--- config.mk ---
export PLATFORM = sky130hd
export DESIGN_NAME = gdic_top
export DESIGN_NICKNAME = d
export VERILOG_FILES = /design/src/design/gdic_top.v
export VERILOG_INCLUDE_DIRS = /design/src /design/src/design
export SDC_FILE = /design/constraint.sdc
export NUM_CORES = 1
export LEC_CHECK = 0
export BUFFER_PORTS_ARGS = -buffer_cell sky130_fd_sc_hd__buf_2
export CORE_AREA = 2 2 58 60
export DETAILED_ROUTE_END_ITERATION = 10
export DIE_AREA = 0 0 60 62
export PLACE_DENSITY_LB_ADDON = 0.05
export SYNTH_ARGS = -nofsm -noshare
export SYNTH_HDL_FRONTEND = slang
export SYNTH_SLANG_ARGS = --single-unit
--- constraint.sdc ---
create_clock -name clk_in -period 1.89 [get_ports clk_in]
set_clock_uncertainty 0.1 [all_clocks]
set_input_delay 0.189 -clock clk_in [delete_from_list [all_inputs] [get_ports clk_in]]
set_output_delay 0.189 -clock clk_in [all_outputs]
set_load 0.05 [all_outputs]
--- src/design/gdic_defs.vh ---
// Function
// - While active short enable is high the PWM command is ignored and the output follows the active short level.
// - Under active short, a high level drives the high side output and a low level turns on the low side pull-down.
// - With the driver enabled and no override, a high PWM command drives the high side and a low one the low side.
// - Shoot-through fault is raised whenever the positive and negative PWM inputs are high together.
// - Fault alarm goes low on any unmasked assigned fault and stays high when all are absent or masked.
// - Fault warning, in its indicator role, goes low on any unmasked assigned fault and is high otherwise.
// - In the alternate role, fault warning carries a PWM whose duty cycle follows the selected ADC value.
`ifndef GDIC_DEFS_VH
`define GDIC_DEFS_VH
`define GDIC_CLK_HZ 20000000
`define GDIC_PWM_MIN_HZ 1000
`define GDIC_PWM_MAX_HZ 50000
`define GDIC_FAULT_W 8
`define GDIC_ADC_W 10
`define GDIC_STP_BIT 0
`define GDIC_SYNC_RST 4'h0
`define GDIC_HS_RST 1'b0
`define GDIC_LS_RST 1'b1
`define GDIC_STP_RST 1'b0
`define GDIC_ALARM_RST 1'b1
`define GDIC_WARN_RST 1'b1
`endif

--- src/design/gdic_top.v ---
`timescale 1ns/1ps
`default_nettype none
`include "gdic_defs.vh"
module gdic_top #(
    parameter FAULT_W = `GDIC_FAULT_W,
    parameter ADC_W = `GDIC_ADC_W
) (
    input wire clk_in,
    input wire srst_in,
    input wire pwm_positive_in,
    input wire pwm_negative_in,
    input wire active_short_enable_in,
    input wire active_short_level_in,
    input wire driver_enable_in,
    input wire [FAULT_W-1:0] fault_event_in,
    input wire [FAULT_W-1:0] alarm_mask_in,
    input wire [FAULT_W-1:0] warning_mask_in,
    input wire duty_mode_in,
    input wire [ADC_W-1:0] adc_value_in,
    output reg high_side_output_out,
    output reg low_side_output_out,
    output reg shoot_through_fault_out,
    output reg fault_alarm_n_out,
    output reg fault_warning_n_out
);
    localparam [3:0] SYNC_RST = `GDIC_SYNC_RST;
    localparam [ADC_W-1:0] DUTY_STEP = {{(ADC_W-1){1'b0}}, 1'b1};
    localparam [ADC_W-1:0] DUTY_ZERO = {ADC_W{1'b0}};

    // Pin order in the synchroniser: positive PWM, negative PWM, override enable, level.
    wire [3:0] pins_raw;
    reg [3:0] sync_a;
    reg [3:0] sync_b;
    reg [ADC_W-1:0] duty_cnt;
    reg [ADC_W-1:0] next_duty_cnt;
    reg [ADC_W-1:0] duty_level;
    reg [ADC_W-1:0] next_duty_level;
    wire pwm_p;
    wire pwm_n;
    wire active_short_enable;
    wire asc_lvl;
    wire duty_wrap;
    wire [FAULT_W-1:0] stp_vec;
    wire [FAULT_W-1:0] faults;
    wire [FAULT_W-1:0] alarm_hits;
    wire [FAULT_W-1:0] warning_hits;
    reg next_high;
    reg next_low;
    reg next_stp;
    reg next_alarm_n;
    reg next_warning_n;

    assign pins_raw = {active_short_level_in, active_short_enable_in,
        pwm_negative_in, pwm_positive_in};

    assign pwm_p = sync_b[0];
    assign pwm_n = sync_b[1];
    assign active_short_enable = sync_b[2];
    assign asc_lvl = sync_b[3];

    genvar gi;
    generate
        for (gi = 0; gi < 4; gi = gi + 1)
        begin : g_sync
            // The first stage may go metastable, so only the second stage reads it.
            always @(posedge clk_in)
            begin
                if (srst_in)
                begin
                    sync_a[gi] <= SYNC_RST[gi];
                    sync_b[gi] <= SYNC_RST[gi];
                end
                else
                begin
                    sync_a[gi] <= pins_raw[gi];
                    sync_b[gi] <= sync_a[gi];
                end
            end
        end
    endgenerate

    // Both drivers off when disabled and active short is off, so the gate is held by the passive pull-down.
    always @*
    begin
        next_high = 1'b0;
        next_low = 1'b0;
        if (active_short_enable)
        begin
            next_high = asc_lvl;
            next_low = ~asc_lvl;
        end
        else if (driver_enable_in)
        begin
            next_high = pwm_p;
            next_low = ~pwm_p;
        end
    end

    always @*
    begin
        next_stp = pwm_p & pwm_n;
    end

    // The shoot-through flag is one of the faults the indicators report.
    assign stp_vec = {{(FAULT_W-1){1'b0}}, shoot_through_fault_out} << `GDIC_STP_BIT;
    assign faults = fault_event_in | stp_vec;
    assign alarm_hits = faults & ~alarm_mask_in;
    assign warning_hits = faults & ~warning_mask_in;

    always @*
    begin
        next_alarm_n = ~|alarm_hits;
    end

    // The duty period is the full count range of the counter.
    assign duty_wrap = &duty_cnt;

    always @*
    begin
        next_duty_cnt = duty_cnt + DUTY_STEP;
    end

    // The ADC value is taken once per period so the duty never glitches mid-cycle.
    always @*
    begin
        next_duty_level = duty_level;
        if (duty_wrap)
        begin
            next_duty_level = adc_value_in;
        end
    end

    always @*
    begin
        if (duty_mode_in)
        begin
            next_warning_n = (duty_cnt < duty_level);
        end
        else
        begin
            next_warning_n = ~|warning_hits;
        end
    end

    always @(posedge clk_in)
    begin
        if (srst_in)
        begin
            high_side_output_out <= `GDIC_HS_RST;
        end
        else
        begin
            high_side_output_out <= next_high;
        end
    end

    always @(posedge clk_in)
    begin
        if (srst_in)
        begin
            low_side_output_out <= `GDIC_LS_RST;
        end
        else
        begin
            low_side_output_out <= next_low;
        end
    end

    always @(posedge clk_in)
    begin
        if (srst_in)
        begin
            shoot_through_fault_out <= `GDIC_STP_RST;
        end
        else
        begin
            shoot_through_fault_out <= next_stp;
        end
    end

    always @(posedge clk_in)
    begin
        if (srst_in)
        begin
            fault_alarm_n_out <= `GDIC_ALARM_RST;
        end
        else
        begin
            fault_alarm_n_out <= next_alarm_n;
        end
    end

    always @(posedge clk_in)
    begin
        if (srst_in)
        begin
            fault_warning_n_out <= `GDIC_WARN_RST;
        end
        else
        begin
            fault_warning_n_out <= next_warning_n;
        end
    end

    always @(posedge clk_in)
    begin
        if (srst_in)
        begin
            duty_cnt <= DUTY_ZERO;
        end
        else
        begin
            duty_cnt <= next_duty_cnt;
        end
    end

    always @(posedge clk_in)
    begin
        if (srst_in)
        begin
            duty_level <= DUTY_ZERO;
        end
        else
        begin
            duty_level <= next_duty_level;
        end
    end
endmodule
`default_nettype wire

Word-level counts from Yosys, hierarchy flattened
Cells that the tools add are included.
{"block": "op_classes", "n_mux": 5, "bitwise_logic": 8, "n_addsub": 1, "order_cmp": 1, "reduce_logical": 5}
{"cell": "8-bit AND", "count": 2}
{"cell": "8-bit inverter", "count": 2}
{"cell": "8-bit OR reduction", "count": 2}
{"cell": "10-bit by 1-bit adder with 10-bit output (second input constant)", "count": 1}
{"cell": "10-bit < comparator", "count": 1}
{"cell": "10-bit AND reduction", "count": 1}
{"cell": "8-bit by 1-bit bitwise OR with 8-bit output", "count": 1}
{"cell": "1-bit two-way mux", "count": 5}
{"cell": "1-bit zero test", "count": 2}
{"cell": "1-bit inverter", "count": 2}
{"cell": "1-bit AND", "count": 1}
{"block": "totals", "ff_bits": 33, "in_bits": 42, "output_inout_bits": 5, "wordCells": 35}

Logic depth before layout (Yosys ltp)
{"block": "logic_depth", "word_depth": 5, "ltp_mapped": 6, "ltp_nobuf": 6}

Least setup slack after synthesis
Ideal clock, no wire load.
{"block": "synth_path", "path_type": "register to register", "startpoint": "reg duty_cnt[0]", "endpoint": "reg duty_level[0]", "required_ns": 1.662, "path_slack_ns": 0.352, "t_arrival_ns": 1.311, "path_stages_with_launch": 7, "synth_period_minus_slack_ns": 1.538, "n_path_buf": 1, "setup_time_ns": 0.128, "path_cell_list": "dfxtp_1 > ha_1 > nand2_2 > nor4_4 > buf_6 > mux2i_1 > nor2_1"}
{"block": "synth_via", "elab_chain_cells": 1}
{"element": "start, declared", "line_no": "gdic_top.v:34", "rtl": "reg [ADC_W-1:0] duty_cnt;"}
{"element": "start signal, assigned", "line_no": "gdic_top.v:213", "rtl": "duty_cnt <= next_duty_cnt;"}
{"element": "10-bit AND reduction", "line_no": "gdic_top.v:116", "rtl": "assign duty_wrap = &duty_cnt;"}
{"element": "end signal, assigned", "line_no": "gdic_top.v:225", "rtl": "duty_level <= next_duty_level;"}
{"element": "end, declared", "line_no": "gdic_top.v:36", "rtl": "reg [ADC_W-1:0] duty_level;"}
No other way between the ends.
A chain may end at the register's enable or synchronous reset.

Worst setup path after layout
{"block": "layout_path", "startpoint": "reg duty_cnt[0]", "endpoint": "reg duty_level[4]"}
The elaborated chain is that of the path after synthesis.

==> results.ini <==
[floorplan]
initial_core_util=0.471
num_rows=21
ios=47
dieWidth_um=60
die_h_um=62
core_um2=3180
dieArea_um2=3720

[synth]
seq_area_frac_synth=0.441
syn-cell-area_um2=1500
yosysWarnings=0
synth_area_leaders=dfxtp_1, ha_1, mux2i_1
yosysTopAreaCellShare=0.441
ys_ff_latch=33
syn_nets=212
postSynthAreaPerCell_um2=9.36
syn_inst=160
yosys.area.top_type=dfxtp_1
synth_cell_types=36

[critical_path]
worst-path-buf-inv=1
worst-setup-path-type=reg2reg
path_max_fanout=7
end_kind=flop
path_cells=ha_1, nand2_2, nor4_4, buf_4, mux2i_1, nor2_1
cp.required_ns=2.03
critPathLaunchType=flop
critPathArrivalTime_ns=1.88
critPathTopFamily=simple AND/OR/NAND/NOR gates
crit_slowest_cell=dfxtp_1
critPathMaxStageDelay_ns=0.39

[pwr]
p_seq_frac=0.509
ir_drop_mv=0.429
sw_frac_of_total=0.240
p_int_w=0.00108
p_comb_frac=0.111
power_w=0.00142
power_density_nw_per_um2=701
p_leak_nw=0.867
clkPwrFrac=0.380
power.switching_w=0.000341

[detailed_routing]
initialDrtViolationCount=31
postRouteAntennaNets=0
drt-total-wl_um=2970
wire_per_inst_um=10.8
firstDrtPassIters=4
vias=1284
drc=0
avgViaCountPerCell=4.67

[sta]
hold_violations=0
period_needed_ns=1.74
tightest_slew_ns=0.439
period_share=0.918
setup_violations=0
tns_ns=0
grt_setup_unrepaired=no
relSlewSlack=0.708
final_max_slew_viol_count=0
fmax_mhz=576

[finish]
fin_nets=280
layout-drive-gt1-share=0.279
syn_to_final_growth_pct=35.3
n_antenna_cell=0
final_util=0.638

[cts]
cts_buffers=5
htreeDepth=2
cts_tree=built
clock_path_buffers=2
clk_latency_ns=0.34
cts_hold_buf=15
root_buffer=clkbuf_4
postCtsSetupBuffers=0
path_clk_slew_ns=0.11
cts_resized=0
cts_num_sinks=33

[flow_run]
cap_violations=0

[grt]
grt_usage=0.183
grt_pass1_wl_um=4870
grt_max_degree=26
overflow=0
antenna_found_initial=0
first_global_vias=1188

[run_status]
status=finished, final reports clean

[placed_design]
port_buffers=46
place_congestion=0.831
dp_hpwl_um=2270

[min_path]
hp-class=in2reg

final cells by class:
type	instances	area (um^2)
Inverter	18	67.6
Multi-Input combinational cell	105	747
Timing Repair Buffer	65	410
Tap cell	46	57.6
Clock inverter	3	46.3
Clock buffer	5	37.5
Sequential cell	33	661
Fill cell	256	1150
registers in the layout, summed over array words and instances, names as in the netlist:
register                 flops
pwm_n                        1
active_short_enable          1
high_side_output_out         1
shoot_through_fault_out      1
pwm_p                        1
fault_warning_n_out          1
duty_level                  10
duty_cnt                    10
sync_a                       4
low_side_output_out          1
fault_alarm_n_out            1
asc_lvl                      1
cell usage in the layout, fill, tap and decap left out, types with 2 or more instances in the layout:
master and count:
buf_2 46, dfxtp_1 33, nor2_1 19, inv_1 18
dlygate4sd3_1 15, nor2b_1 11, mux2i_1 10, ha_1 10
nand2b_1 6, nand3_1 5, nand2_1 5, clkbuf_4 5
xnor2_1 4, a21oi_1 4, buf_4 4, nor3_1 3
o21ai_0 3, or3_1 2, xor2_1 2, a221oi_1 2
and3_1 2, a21o_1 2
cell usage after synthesis:
| master | count |
|---|---|
| nand2b_1 | 6 |
| and3_1 | 2 |
| or3_1 | 2 |
| clkbuf_1 | 2 |
| xnor2_1 | 4 |
| nor3_1 | 3 |
| o21ba_2 | 1 |
| or2_2 | 1 |
| dfxtp_1 | 33 |
| o22ai_1 | 1 |
| nand3b_1 | 1 |
| buf_6 | 1 |
| buf_1 | 1 |
| a21oi_1 | 4 |
| o2111ai_1 | 1 |
| ha_1 | 10 |
| nor2b_1 | 11 |
| nor4_4 | 1 |
| nand4b_1 | 1 |
| nand2_1 | 5 |
| a31o_2 | 1 |
| a21o_1 | 2 |
| xor2_1 | 2 |
| a221oi_1 | 2 |
| o21ai_0 | 3 |
| nand3_1 | 5 |
| or4_1 | 1 |
| o21ai_1 | 1 |
| nor2_1 | 19 |
| nand3_4 | 1 |
| inv_1 | 18 |
| a222oi_1 | 1 |
| o221ai_1 | 1 |
| o211ai_1 | 1 |
| mux2i_1 | 10 |
| nand2_2 | 1 |
metal layers:
layer | vias to the layer above | track usage | part of all wire | routed length (um)
li1 | 672 | - | - | -
met1 | 559 | 0.197 | 0.41 | 1230
met2 | 47 | 0.320 | 0.50 | 1500
met3 | 6 | 0.0621 | 0.063 | 188
met4 | 0 | 0.0952 | 0.021 | 63
met5 | - | 0 | 0 | 0
kinds of logic after synthesis:
group	share of synthesized area
AND/OR/NAND/NOR	0.225
XOR/XNOR	0.0351
adder cells (fa/ha/maj)	0.0835
multiplexers	0.0668
AO/OA/AOI/OAI	0.0886
buffers and inverters	0.0601
flip-flops	0.441
final timing paths:
check	from	cells after the start	slack (ns)	to
max	duty_cnt[0]$_SDFF_PP0_	6	0.15	duty_level[4]$_SDFFE_PP0P_
min	alarm_mask_in[0]	3	0.06	fault_alarm_n_out$_SDFF_PP1_
max reg2reg	duty_cnt[0]$_SDFF_PP0_	6	0.15	duty_level[4]$_SDFFE_PP0P_
min reg2reg	pwm_n$_SDFF_PP0_	2	0.32	shoot_through_fault_out$_SDFF_PP0_
power groups by stage:
stage                     clock network [W]  logic (W)  registers [W]
after CTS                          0.000561   0.000159       0.000724
after global placement                    0   0.000132       0.000739
after global routing               0.000589   0.000175       0.000727
after detailed placement                  0   0.000135       0.000740
after floorplan                           0  0.0000537       0.000759
final                              0.000540   0.000158       0.000724
per-stage QoR:
stage | hold WS [ns] | cell area, um^2 | setup slack (ns) | std cells
after CTS | 0.0465 | 2030 | 0.133 | 275
after global routing | 0.0516 | 2030 | 0.00222 | 275
after detailed placement | 0.304 | 1790 | 0.163 | 252
after floorplan | 0.161 | 1500 | 0.352 | 160
after global placement | 0.298 | 1790 | 0.241 | 252
final | 0.0611 | 2030 | 0.155 | 275
tightest hold or removal path, cell delays in order:
cell	delay, ns
buf_2	0.07
or2_2	0.09
a31o_2	0.13
Power figures use the tool's default switching activity.
